<file path="src/scsr_pkg.sv">
// Purpose: Shared constants and types of the serial control slave.
// Assumes: One 50 MHz clock; bus pins sampled synchronously.
// Notes:   Register offsets, field positions and reset values live here.
package scsr_pkg;

    // ------------------------------------------------------------
    // Register offsets
    // ------------------------------------------------------------
    localparam logic [7:0] SCSR_OFS_ADDR_SEL = 8'h00;
    localparam logic [7:0] SCSR_OFS_RST_PWR  = 8'h01;
    localparam logic [7:0] SCSR_OFS_GEN_CFG  = 8'h03;

    // ------------------------------------------------------------
    // Field positions
    // ------------------------------------------------------------
    localparam int SCSR_ADDR_OVR_BIT  = 0;
    localparam int SCSR_AUTO_PD_BIT   = 7;
    localparam int SCSR_FULL_RST_BIT  = 1;
    localparam int SCSR_LOGIC_RST_BIT = 0;
    localparam int SCSR_CRC_EN_BIT    = 7;
    localparam int SCSR_FILT_EN_BIT   = 4;
    localparam int SCSR_PASS_EN_BIT   = 3;
    localparam int SCSR_PCLK_AUTO_BIT = 1;
    localparam int SCSR_EDGE_SEL_BIT  = 0;

    // ------------------------------------------------------------
    // Reset values
    // ------------------------------------------------------------
    localparam logic [7:0] SCSR_RST_ADDR_SEL = 8'h00;
    localparam logic [7:0] SCSR_RST_RST_PWR  = 8'h00;
    localparam logic [7:0] SCSR_RST_GEN_CFG  = 8'hD2;

    // ------------------------------------------------------------
    // Strap levels and their slave addresses, level 8 first
    // ------------------------------------------------------------
    localparam int SCSR_STRAP_LEVELS = 9;
    localparam logic [8:0][6:0] SCSR_STRAP_ADDR = {
        7'h1B, 7'h15, 7'h14, 7'h13, 7'h10, 7'h0F, 7'h0E, 7'h0D, 7'h0C
    };

    // ------------------------------------------------------------
    // Timing
    // ------------------------------------------------------------
    localparam int SCSR_FILT_MIN_CYC = 2;
    localparam logic [3:0] SCSR_BITS_PER_BYTE = 4'h8;

    // ------------------------------------------------------------
    // Types
    // ------------------------------------------------------------
    typedef enum logic [2:0] {
        ST_IDLE, ST_ADDR, ST_ADDR_ACK, ST_WR, ST_WR_ACK,
        ST_RD, ST_RD_ACK, ST_IGNORE
    } scsr_bus_state_t;

    typedef struct packed {
        logic de;
        logic hs;
        logic vs;
    } scsr_video_t;

    typedef struct packed {
        logic crc_check_en;
        logic sync_filter_en;
        logic pass_through_en;
        logic pclk_auto_switch_en;
        logic pixel_strobe_edge_select;
    } scsr_cfg_t;

    typedef struct packed {
        scsr_bus_state_t st;
        logic [3:0]      bitcnt;
        logic [7:0]      shreg;
        logic [7:0]      ptr;
        logic            first;
        logic            rw;
        logic            ack_ok;
        logic            sda_oe_n;
        logic            scl_q;
        logic            sda_q;
        logic [7:0]      reg_addr_sel;
        logic [7:0]      reg_rst_pwr;
        logic [7:0]      reg_gen_cfg;
        logic [6:0]      act_addr;
        logic            full_rst;
        logic            logic_rst;
        logic            pwr_dn;
    } scsr_core_t;

    localparam scsr_core_t SCSR_CORE_RST = '{
        st:           ST_IDLE,
        bitcnt:       4'h0,
        shreg:        8'h00,
        ptr:          8'h00,
        first:        1'b0,
        rw:           1'b0,
        ack_ok:       1'b0,
        sda_oe_n:     1'b1,
        scl_q:        1'b1,
        sda_q:        1'b1,
        reg_addr_sel: SCSR_RST_ADDR_SEL,
        reg_rst_pwr:  SCSR_RST_RST_PWR,
        reg_gen_cfg:  SCSR_RST_GEN_CFG,
        act_addr:     7'h0C,
        full_rst:     1'b0,
        logic_rst:    1'b0,
        pwr_dn:       1'b0
    };

endpackage : scsr_pkg

</file>
<file path="src/scsr_serial_control_slave.sv">
// Purpose: Two-wire serial control slave with the first control registers.
// Assumes: scl_in and sda_in are synchronous to clk and glitch free.
// Notes:   The slave never stretches the clock; it only drives data low.
//
// What this block does
// - Strap levels 0..8 select addresses 0x0C to 0x1B in table order.
// - Data line only pulled low or released; pull-up gives high.
// - High-to-low data while clock high starts every transaction.
// - Low-to-high data while clock high stops and returns to idle.
// - Matching address is acknowledged by pulling data low.
// - Mismatched address is not acknowledged; rest of transaction ignored.
// - Each written data byte is acknowledged on the ninth clock.
// - Offset 0x00 holds an address; bit 0 makes it override the strap.
// - Offset 0x01 bit 7 powers down while no control link seen.
// - Offset 0x01 bit 1 resets logic and registers, then self-clears.
// - Offset 0x01 bit 0 resets logic, keeps registers, self-clears.
// - Offset 0x03 bit 7 enables back-channel CRC check; reset 0xD2.
// - Offset 0x03 bit 4 rejects sync pulses under two clocks.
// - Offset 0x03 bit 3 enables bus pass-through.
// - Offset 0x03 bit 1 enables switch to oscillator without pixel clock.
// - Offset 0x03 bit 0 picks rising (1) or falling (0) strobe edge.
`timescale 1ns/10ps
`default_nettype none
module scsr_serial_control_slave (
    // Clock and reset
    input  wire logic              clk,
    input  wire logic              rst_n,
    // Serial bus pins
    input  wire logic              scl_in,
    input  wire logic              sda_in,
    output logic                   sda_out,
    output logic                   sda_oe_n,
    // Address strap level, 0 to 8
    input  wire logic [3:0]        address_strap_input,
    // Control channel link status
    input  wire logic              link_detected,
    // Video control inputs and filtered outputs
    input  wire scsr_pkg::scsr_video_t video_in,
    output scsr_pkg::scsr_video_t  video_out,
    // Configuration and status outputs
    output scsr_pkg::scsr_cfg_t    cfg,
    output logic                   power_down,
    output logic                   full_digital_reset,
    output logic                   logic_reset_keep_registers,
    output logic [6:0]             active_address
);
    import scsr_pkg::*;

    // ------------------------------------------------------------
    // State
    // ------------------------------------------------------------
    scsr_core_t s_ff;
    scsr_core_t nxt_s;

    logic scl_rise;
    logic scl_fall;
    logic bus_start;
    logic bus_stop;

    // ------------------------------------------------------------
    // Helpers
    // ------------------------------------------------------------
    // strap address table
    function automatic logic [6:0] strap_addr(input logic [3:0] lvl);
        logic [6:0] a;
        a = SCSR_STRAP_ADDR[0];
        if (lvl < 4'(SCSR_STRAP_LEVELS))
            a = SCSR_STRAP_ADDR[lvl];
        return a;
    endfunction : strap_addr

    function automatic logic [7:0] rd_mux(input scsr_core_t c);
        logic [7:0] d;
        d = 8'h00;
        unique case (c.ptr)
            SCSR_OFS_ADDR_SEL: d = c.reg_addr_sel;
            SCSR_OFS_RST_PWR:  d = c.reg_rst_pwr;
            SCSR_OFS_GEN_CFG:  d = c.reg_gen_cfg;
            default:           d = 8'h00;
        endcase
        return d;
    endfunction : rd_mux

    // ------------------------------------------------------------
    // Bus condition detection
    // ------------------------------------------------------------
    assign scl_rise  = !s_ff.scl_q && scl_in;
    assign scl_fall  = s_ff.scl_q && !scl_in;
    assign bus_start = s_ff.scl_q && scl_in && s_ff.sda_q && !sda_in;
    assign bus_stop  = s_ff.scl_q && scl_in && !s_ff.sda_q && sda_in;

    // ------------------------------------------------------------
    // Next state
    // ------------------------------------------------------------
    always_comb
    begin
        logic [7:0] rdata;
        rdata = rd_mux(s_ff);
        nxt_s = s_ff;
        nxt_s.scl_q     = scl_in;
        nxt_s.sda_q     = sda_in;
        nxt_s.full_rst  = 1'b0;
        nxt_s.logic_rst = 1'b0;
        nxt_s.act_addr  = s_ff.reg_addr_sel[SCSR_ADDR_OVR_BIT]
                        ? s_ff.reg_addr_sel[7:1]
                        : strap_addr(address_strap_input);
        nxt_s.pwr_dn    = s_ff.reg_rst_pwr[SCSR_AUTO_PD_BIT]
                        && !link_detected;

        if (bus_start)
        begin
            nxt_s.st       = ST_ADDR;
            nxt_s.bitcnt   = 4'h0;
            nxt_s.first    = 1'b1;
            nxt_s.sda_oe_n = 1'b1;
        end
        else if (bus_stop)
        begin
            nxt_s.st       = ST_IDLE;
            nxt_s.sda_oe_n = 1'b1;
        end
        else if (scl_rise)
        begin
            unique case (s_ff.st)
                ST_ADDR, ST_WR:
                begin
                    nxt_s.shreg  = {s_ff.shreg[6:0], sda_in};
                    nxt_s.bitcnt = s_ff.bitcnt + 4'h1;
                end
                ST_RD:
                begin
                    nxt_s.bitcnt = s_ff.bitcnt + 4'h1;
                end
                ST_RD_ACK:
                begin
                    nxt_s.ack_ok = !sda_in;
                end
                default:
                begin
                    nxt_s.bitcnt = s_ff.bitcnt;
                end
            endcase
        end
        else if (scl_fall)
        begin
            unique case (s_ff.st)
                ST_ADDR:
                begin
                    if (s_ff.bitcnt == SCSR_BITS_PER_BYTE)
                    begin
                        if (s_ff.shreg[7:1] == s_ff.act_addr)
                        begin
                            nxt_s.sda_oe_n = 1'b0;
                            nxt_s.rw       = s_ff.shreg[0];
                            nxt_s.st       = ST_ADDR_ACK;
                        end
                        else
                        begin
                            nxt_s.st = ST_IGNORE;
                        end
                    end
                end
                ST_ADDR_ACK, ST_RD_ACK:
                begin
                    if ((s_ff.st == ST_ADDR_ACK && s_ff.rw)
                        || (s_ff.st == ST_RD_ACK && s_ff.ack_ok))
                    begin
                        nxt_s.shreg    = rdata;
                        nxt_s.ptr      = s_ff.ptr + 8'h01;
                        nxt_s.sda_oe_n = rdata[7];
                        nxt_s.bitcnt   = 4'h0;
                        nxt_s.st       = ST_RD;
                    end
                    else
                    begin
                        nxt_s.sda_oe_n = 1'b1;
                        nxt_s.bitcnt   = 4'h0;
                        nxt_s.st       = s_ff.rw ? ST_IGNORE : ST_WR;
                    end
                end
                ST_WR:
                begin
                    if (s_ff.bitcnt == SCSR_BITS_PER_BYTE)
                    begin
                        nxt_s.sda_oe_n = 1'b0;
                        nxt_s.st       = ST_WR_ACK;
                        nxt_s.first    = 1'b0;
                        if (s_ff.first)
                        begin
                            nxt_s.ptr = s_ff.shreg;
                        end
                        else
                        begin
                            nxt_s.ptr = s_ff.ptr + 8'h01;
                            unique case (s_ff.ptr)
                                SCSR_OFS_ADDR_SEL:
                                begin
                                    nxt_s.reg_addr_sel = s_ff.shreg;
                                end
                                SCSR_OFS_RST_PWR:
                                begin
                                    nxt_s.logic_rst =
                                        s_ff.shreg[SCSR_LOGIC_RST_BIT];
                                    nxt_s.reg_rst_pwr = SCSR_RST_RST_PWR;
                                    nxt_s.reg_rst_pwr[SCSR_AUTO_PD_BIT] =
                                        s_ff.shreg[SCSR_AUTO_PD_BIT];
                                    if (s_ff.shreg[SCSR_FULL_RST_BIT])
                                    begin
                                        nxt_s.full_rst     = 1'b1;
                                        nxt_s.reg_addr_sel =
                                            SCSR_RST_ADDR_SEL;
                                        nxt_s.reg_rst_pwr  =
                                            SCSR_RST_RST_PWR;
                                        nxt_s.reg_gen_cfg  =
                                            SCSR_RST_GEN_CFG;
                                    end
                                end
                                SCSR_OFS_GEN_CFG:
                                begin
                                    nxt_s.reg_gen_cfg = s_ff.shreg;
                                end
                                default:
                                begin
                                    nxt_s.reg_gen_cfg = s_ff.reg_gen_cfg;
                                end
                            endcase
                        end
                    end
                end
                ST_WR_ACK:
                begin
                    nxt_s.sda_oe_n = 1'b1;
                    nxt_s.bitcnt   = 4'h0;
                    nxt_s.st       = ST_WR;
                end
                ST_RD:
                begin
                    if (s_ff.bitcnt == SCSR_BITS_PER_BYTE)
                    begin
                        nxt_s.sda_oe_n = 1'b1;
                        nxt_s.st       = ST_RD_ACK;
                    end
                    else
                    begin
                        nxt_s.shreg    = {s_ff.shreg[6:0], 1'b0};
                        nxt_s.sda_oe_n = s_ff.shreg[6];
                    end
                end
                default:
                begin
                    nxt_s.st = s_ff.st;
                end
            endcase
        end
    end

    // ------------------------------------------------------------
    // Registers
    // ------------------------------------------------------------
    always_ff @(posedge clk or negedge rst_n)
    begin
        if (!rst_n)
            s_ff <= SCSR_CORE_RST;
        else
            s_ff <= nxt_s;
    end

    // ------------------------------------------------------------
    // Sync pulse filters
    // ------------------------------------------------------------
    genvar gi;
    generate
        for (gi = 0; gi < 3; gi++)
        begin : g_filt
            scsr_pulse_filter #(
                .MIN_CYC (SCSR_FILT_MIN_CYC)
            ) u_filt (
                .clk     (clk),
                .rst_n   (rst_n),
                .clear   (s_ff.full_rst || s_ff.logic_rst),
                .enable  (s_ff.reg_gen_cfg[SCSR_FILT_EN_BIT]),
                .din     (video_in[gi]),
                .dout    (video_out[gi])
            );
        end
    endgenerate

    // ------------------------------------------------------------
    // Outputs
    // ------------------------------------------------------------
    // open-drain data, never driven high
    assign sda_out  = 1'b0;
    assign sda_oe_n = s_ff.sda_oe_n;

    assign cfg.crc_check_en             = s_ff.reg_gen_cfg[SCSR_CRC_EN_BIT];
    assign cfg.sync_filter_en           = s_ff.reg_gen_cfg[SCSR_FILT_EN_BIT];
    assign cfg.pass_through_en          = s_ff.reg_gen_cfg[SCSR_PASS_EN_BIT];
    assign cfg.pclk_auto_switch_en      =
        s_ff.reg_gen_cfg[SCSR_PCLK_AUTO_BIT];
    assign cfg.pixel_strobe_edge_select =
        s_ff.reg_gen_cfg[SCSR_EDGE_SEL_BIT];

    assign power_down                 = s_ff.pwr_dn;
    assign full_digital_reset         = s_ff.full_rst;
    assign logic_reset_keep_registers = s_ff.logic_rst;
    assign active_address             = s_ff.act_addr;

endmodule : scsr_serial_control_slave
`default_nettype wire

</file>
<file path="src/scsr_pulse_filter.sv">
// Purpose: Rejects input pulses shorter than a minimum number of cycles.
// Assumes: Input sampled on every rising clock edge.
// Notes:   When disabled the input passes with one cycle of latency.
`timescale 1ns/10ps
`default_nettype none
module scsr_pulse_filter #(
    parameter int MIN_CYC = 2
) (
    // Clock and reset
    input  wire logic clk,
    input  wire logic rst_n,
    // Control
    input  wire logic clear,
    input  wire logic enable,
    // Data
    input  wire logic din,
    output logic      dout
);
    import scsr_pkg::*;

    typedef struct packed {
        logic       out;
        logic [3:0] cnt;
    } scsr_filt_t;

    localparam logic [3:0] LAST_CNT = 4'(MIN_CYC - 1);

    scsr_filt_t s_ff;
    scsr_filt_t nxt_s;

    always_comb
    begin
        nxt_s = s_ff;
        if (clear)
        begin
            nxt_s = '0;
        end
        else if (!enable)
        begin
            nxt_s.out = din;
            nxt_s.cnt = 4'h0;
        end
        else if (din == s_ff.out)
        begin
            nxt_s.cnt = 4'h0;
        end
        else if (s_ff.cnt >= LAST_CNT)
        begin
            nxt_s.out = din;
            nxt_s.cnt = 4'h0;
        end
        else
        begin
            nxt_s.cnt = s_ff.cnt + 4'h1;
        end
    end

    always_ff @(posedge clk or negedge rst_n)
    begin
        if (!rst_n)
            s_ff <= '0;
        else
            s_ff <= nxt_s;
    end

    assign dout = s_ff.out;

endmodule : scsr_pulse_filter
`default_nettype wire

</file>
<file path="config.mk">
export PLATFORM = sky130hd
export DESIGN_NAME = scsr_serial_control_slave
export DESIGN_NICKNAME = d
export VERILOG_FILES = /design/src/scsr_pkg.sv /design/src/scsr_serial_control_slave.sv /design/src/scsr_pulse_filter.sv
export SDC_FILE = /design/constraint.sdc
export NUM_CORES = 1
export LEC_CHECK = 0
export BUFFER_PORTS_ARGS = -buffer_cell sky130_fd_sc_hd__buf_2
export CAP_MARGIN = 20
export CORE_MARGIN = 2
export CORE_UTILIZATION = 40
export CTS_CLUSTER_SIZE = 20
export DETAILED_ROUTE_END_ITERATION = 7
export PLACE_DENSITY = 0.62
export SLEW_MARGIN = 20
export SYNTH_ARGS = -nofsm -noshare
export SYNTH_HDL_FRONTEND = slang
export SYNTH_SLANG_ARGS = --single-unit
</file>
<file path="constraint.sdc">
create_clock -name clk -period 2.5 [get_ports clk]
set_input_delay 0.625 -clock clk [delete_from_list [all_inputs] [get_ports clk]]
set_output_delay 0.625 -clock clk [all_outputs]
set_load 0.1 [all_outputs]
</file>
## Word level (Yosys, flattened, before mapping)

Memory sizes are Yosys's and may differ from the RTL's.
Cells that the tools add are included.
W data, S select, Z words.

| word-level totals | value |
|---|---|
| flip-flop bits (word level) | 78 |
| bits in latches | 0 |
| RAM bits | 0 |
| bits in read-only memories | 112 |
| output and inout port bits | 20 |
| logic and storage cells | 192 |
| memories | 1 |

| cells by class | value |
|---|---|
| $add $sub $neg | 5 |
| multipliers | 0 |
| divide/modulo/power cells | 0 |
| magnitude comparators | 5 |
| eq/ne operators | 33 |
| shift operators | 0 |
| multiplexer cells | 74 |
| bitwise gates (word level) | 4 |
| reductions and logical operators | 47 |

Memory list:

| name | words | width | read ports | clocked after memory_dff | wr ports | line | source |
|---|---|---|---|---|---|---|---|
| (name not given) | 16 | 7 | 1 | 0 | 0 | scsr_serial_control_slave.sv:68 | `a = SCSR_STRAP_ADDR[lvl];` |

Operators with widths:

| kind | count |
|---|---|
| $pmux W8 S2 | 4 |
| $mux W7 | 5 |
| $mux W5 | 6 |
| $mux W4 | 7 |
| $mux W25 | 1 |
| $mux W24 | 1 |
| $mux W8 | 3 |
| $pmux W8 S3 | 1 |
| $mux W1 | 23 |
| $mux W23 | 1 |
| $mux W3 | 7 |
| $reduce_and A7 Y1 | 3 |
| $reduce_and A9 Y1 | 2 |
| $add A4 B1 Y4 const B | 4 |
| $mux W16 | 1 |
| $mux W2 | 8 |
| $ne A4 B4 Y1 const B | 4 |
| $pmux W3 S5 | 1 |
| $reduce_bool A2 Y1 | 7 |
| $ge A4 B1 Y1 const B | 3 |
| $mux W12 | 1 |
| $ne A3 B1 Y1 const B | 4 |
| $ne A3 B3 Y1 const B | 4 |
| $reduce_and A6 Y1 | 2 |
| 32 further kinds | 65 |

## Longest topological paths before layout

| logic depth | value |
|---|---|
| depth after elaboration | 9 |
| mapped depth | 9 |
| mapped depth without buffers | 7 |

## Modules after synthesis

From an unflattened synthesis, not the netlist that was laid out.

| second synthesis, totals | value |
|---|---|
| cell total of the unflattened synthesis | 425 |
| area, all modules | 4008.8 µm² |

Modules (own cells, without submodules):

| module | instances | cells an instance | area an instance (µm²) | sequential area each (µm²) |
|---|---|---|---|---|
| scsr_serial_control_slave | 1 | 359 | 3261.9 | 1412.6 |
| scsr_pulse_filter | 3 | 22 | 249.0 | 125.1 |

## Least setup slack after synthesis

OpenSTA, ideal clock, no wires.

| path | value |
|---|---|
| kind | input -> register |
| start | input port scl_in |
| end | register s_ff[59] (netlist bit) |
| library setup time | 0.124 ns |
| arrival | 2.066 ns |
| required time | 2.376 ns |
| path slack | 0.310 ns |
| stages | 7 |
| buffers on the path | 1 |
| cell sequence | ha_1 clkbuf_1 nand2_1 o22a_1 or3_4 and2_4 a211o_1 |

| between the ends | value |
|---|---|
| longest elaborated chain between the ends | 5 |
| elaborated cells on any way between the ends | 16 |
| classes of those cells | eq/ne: 2; mux: 3; reduce/logical: 11 |

RTL lines:

| what | line | source |
|---|---|---|
| start: declaration | scsr_serial_control_slave.sv:29 | `input wire logic scl_in,` |
| $logic_and A1 B1 Y1 | scsr_serial_control_slave.sv:89, scsr_serial_control_slave.sv:90 |  |
| $logic_and A1 B1 Y1 (on tied branches) (2 in series) | scsr_serial_control_slave.sv:89, scsr_serial_control_slave.sv:90 |  |
| $ne A3 B2 Y1 (no source line), or another cell as far along | - |  |
| $reduce_and A4 Y1 (no source line) | - |  |
| end signal: assignment | scsr_serial_control_slave.sv:265 | `s_ff <= nxt_s;` |
| end: declaration | scsr_serial_control_slave.sv:52 | `scsr_core_t s_ff;` |

Several ways; a longest one is shown, not always the timed one. The select of a mux whose other input is x is not followed.
A chain may end at the register's enable or synchronous reset.

## Final worst setup path

| path | value |
|---|---|
| start | register s_ff[35] (netlist bit) |
| end | register s_ff, in the netlist cfg[2] |

| between the ends | value |
|---|---|
| longest elaborated chain between the ends | 5 |
| elaborated cells on any way between the ends | 12 |
| classes of those cells | bitwise: 3; reduce/logical: 9 |

RTL lines:

| what | line |
|---|---|
| $logic_and A1 B1 Y1 | scsr_serial_control_slave.sv:89, scsr_serial_control_slave.sv:90 |
| $logic_and A1 B1 Y1 (on tied branches) (2 in series) | scsr_serial_control_slave.sv:90, scsr_serial_control_slave.sv:89 |
| $not A1 Y1 (no source line) | - |
| $reduce_and A9 Y1 (no source line) * | - |

Mark *: on every way between the ends. The rest lies on a longest branch, timed or not.

==> results.py <==
metrics = {
    "cts": {
        "cts.clk_slew.worst_paths_ps": 80,
        "cts_max_path_buffers": 2,
        "clock_latency_ps": 360,
        "post_cts_resized": 0,
        "tritoncts": "yes",
        "cts_hold_buf": 0,
        "cts.sinks": 71,
        "cts_max_level": 3,
        "cts_setup_buffers": 0,
        "cts_made_buffers": 9,
        "root_buffer": "clkbuf_8",
    },
    "detailed_routing": {
        "firstDrtPassIters": 5,
        "drt-initial-drc-count": 193,
        "num_vias": 3157,
        "viasPerCell": 5.37,
        "routedWlPerCell_um": 15.7,
        "wl_um": 9260,
        "drc": 0,
        "ant_nets": 0,
    },
    "floorplan": {
        "die_y_um": 105,
        "die_area_um2": 11100,
        "start_util_pct": 40.5,
        "core.rowCount": 37,
        "chipWidth_um": 105,
        "core_area_um2": 10100,
        "io_pins": 32,
    },
    "critical_path": {
        "critPathLaunchType": "flip-flop",
        "cp.arrival_ps": 2440,
        "cp_slowest_cell": "dfstp_2",
        "crit_top_cell": "nor2b_1",
        "slowest_delay_ps": 550,
        "crit_path_end_kind": "flip-flop",
        "cp_max_fo": 10,
        "crit_chain": "inv_1 > ha_1 > nor2b_1 > o2111ai_2 > a311oi_2 > buf_4 > nor2b_1 > a21o_1",
        "timing_worst_setup_path_type": "reg -> reg",
        "r2r_cells": 8,
        "cp_data_required_time_ps": 2750,
    },
    "finish": {
        "instances_no_fill": 588,
        "nets": 476,
        "postLayoutCellArea_um2": 4560,
        "num-fill-cells": 975,
        "final_util_pct": 45.0,
        "antennaDiodeCount": 0,
        "drive_gt1_share_pct": 19.5,
        "areaGrowthSynthToFinish_pct": 10.9,
    },
    "place": {
        "portBuffers": 30,
        "place_congestion": 0.826,
        "placed_cell_area_um2": 4350,
        "dpl.hpwl_um": 6830,
        "dp.cells": 572,
    },
    "hold_path": {
        "hp-class": "in -> async",
    },
    "global_routing": {
        "grt_max_degree": 32,
        "grt_pass1_wl_um": 15600,
        "globalRouteOverflowTotal": 0,
        "grt_pass1_vias": 3063,
        "antenna_found_initial": 0,
        "grt_usage_pct": 17.9,
    },
    "pwr": {
        "power_leakage_uw": 0.00210,
        "p_switching_uw": 1300,
        "p_per_area_nw_per_um2": 781,
        "share_seq_of_total_power_pct": 42.8,
        "power_frac_comb_pct": 28.9,
        "switching_share_pct": 36.6,
        "ir_drop_uv": 499,
        "pwr-share-clk_pct": 28.3,
        "p_int_uw": 2260,
    },
    "synth": {
        "synth.avg_cell_area_um2": 9.72,
        "ys_async_sr_fraction_pct": 100,
        "syn_inst": 423,
        "synth_flop_cell": "dfrtp_1",
        "ys_types": 68,
        "ys_seq_elements": 71,
        "synth_edf_count": 0,
        "syn_area_um2": 4110,
        "yosysSeqAreaShare_pct": 43.5,
        "yosys_warnings": 0,
    },
    "sta": {
        "setup_viol": 0,
        "slew_violations": 0,
        "period_needed_ps": 2190,
        "rsz0062_at_grt": "no",
        "worst_pin_slew_ps": 621,
        "clock_skew_ps": 11.7,
        "slew_headroom_pct": 58.6,
        "finalHoldViolCount": 0,
        "timing.setup.tns_ps": 0,
        "fin_crit_sh_pct": 87.7,
        "clock.fmax_ghz": 0.456,
    },
    "job": {
        "cap_viol_max_count": 0,
    },
    "run_status": {
        "status": "finished clean",
    },
}
==> area by class of cell <==
cell class                 instances  area [µm²]  share of cell area (%)
clock buffer                      10         128                    2.80
inverter                          32         120                    2.63
multi-input combinational        291        2010                    44.2
clock inverter                     6        86.3                    1.89
tap                              136         170                    3.73
sequential                        71        1790                    39.2
timing repair buffer              42         253                    5.54
==> layer usage <==
layer	part of all wire [%]	track usage [%]
met3	4.7	3.53
met4	1.4	6.00
met5	0	0
met2	48	28.8
met1	46	24.1
==> metrics by stage <==
stage | power, µW | hold WS [ps] | worst slack, ps
final | 3560 | 189 | 307
after global routing | 3760 | 202 | 110
after CTS | 3570 | 191 | 312
after detailed placement | 2560 | 505 | 118
after global placement | 2540 | 500 | 168
after floorplan | 2280 | 329 | 310
==> flip-flops by register name (all words and copies together), names as in the netlist <==
signal	flops
power_down	1
active_address	7
cfg	5
full_digital_reset	1
logic_reset_keep_registers	1
g_filt.u_filt.s_ff	12
s_ff	40
sda_oe_n	1
g_filt.u_filt.dout	3
==> placed cells by master, fill, tap and decap left out, types with 10 or more instances in the layout <==
cell type	n
a21oi_1	23
and2_1	11
buf_2	30
buf_4	11
dfrtp_1	62
ha_1	17
inv_1	32
mux2i_1	10
nand2_1	33
nand3_1	20
nor2_1	20
o21ai_0	14
o21ai_1	11
==> cell families after synthesis <==
| kind of cell | after synthesis | synth area share (%) |
|---|---|---|
| fa+ha+maj | 17 | 5.17 |
| flops | 71 | 43.5 |
| compound gates | 102 | 17.2 |
| other cells | 1 | 0.0912 |
| mux | 16 | 4.08 |
| buf+inv | 64 | 7.76 |
| simple gates | 141 | 19.4 |
| xor+xnor | 11 | 2.80 |
==> final timing paths <==
check	startpoint	endpoint	slack [ps]
setup reg to reg	s_ff[35]$_DFF_PN1_	cfg[2]$_DFFE_PN0P_	310
min in group clk	link_detected	power_down$_DFF_PN0_	410
setup / recovery	s_ff[35]$_DFF_PN1_	cfg[2]$_DFFE_PN0P_	310
hold reg to reg	s_ff[29]$_DFFE_PN0P_	active_address[2]$_DFF_PN1_	520
hold / removal	rst_n	s_ff[56]$_DFFE_PN0P_	190
max in group asynchronous	rst_n	s_ff[41]$_DFFE_PN0P_	1740
==> power groups by stage <==
stage               clock network (µW)  logic [µW]  registers, µW
floorplan                            0         808           1480
global placement                     0        1000           1540
detailed placement                   0        1020           1540
CTS                               1020        1030           1520
global route                      1080        1130           1550
finish                            1010        1030           1520
==> synth_stat cells, drive strengths merged, types with 5 or more instances <==
cell / instances / share of area, %
nor2b: 9 / 1.4
and3: 6 / 0.91
o21ai: 25 / 3.0
nand2: 34 / 3.2
mux2i: 10 / 2.4
clkbuf: 9 / 0.82
xnor2: 5 / 1.5
ha: 17 / 5.2
and2: 13 / 2.1
dfstp: 9 / 5.8
dfrtp: 62 / 38
a22oi: 7 / 1.3
a21oi: 24 / 3.0
a2bb2oi: 6 / 1.4
nor3: 8 / 1.1
nand3: 20 / 2.4
mux2: 6 / 1.6
nor2: 20 / 1.8
nand2b: 6 / 0.91
inv: 32 / 2.9
xor2: 6 / 1.3
buf: 23 / 4.0
==> critical path: cells and delay by family, from the launching register on <==
family	cells	cell delay [ps]
adder cells (fa/ha/maj)	1	280
buffers and inverters	2	230
AO/OA/AOI/OAI	3	720
AND/OR/NAND/NOR	2	320
flip-flops	1	550
Power figures use the tool's default switching activity.
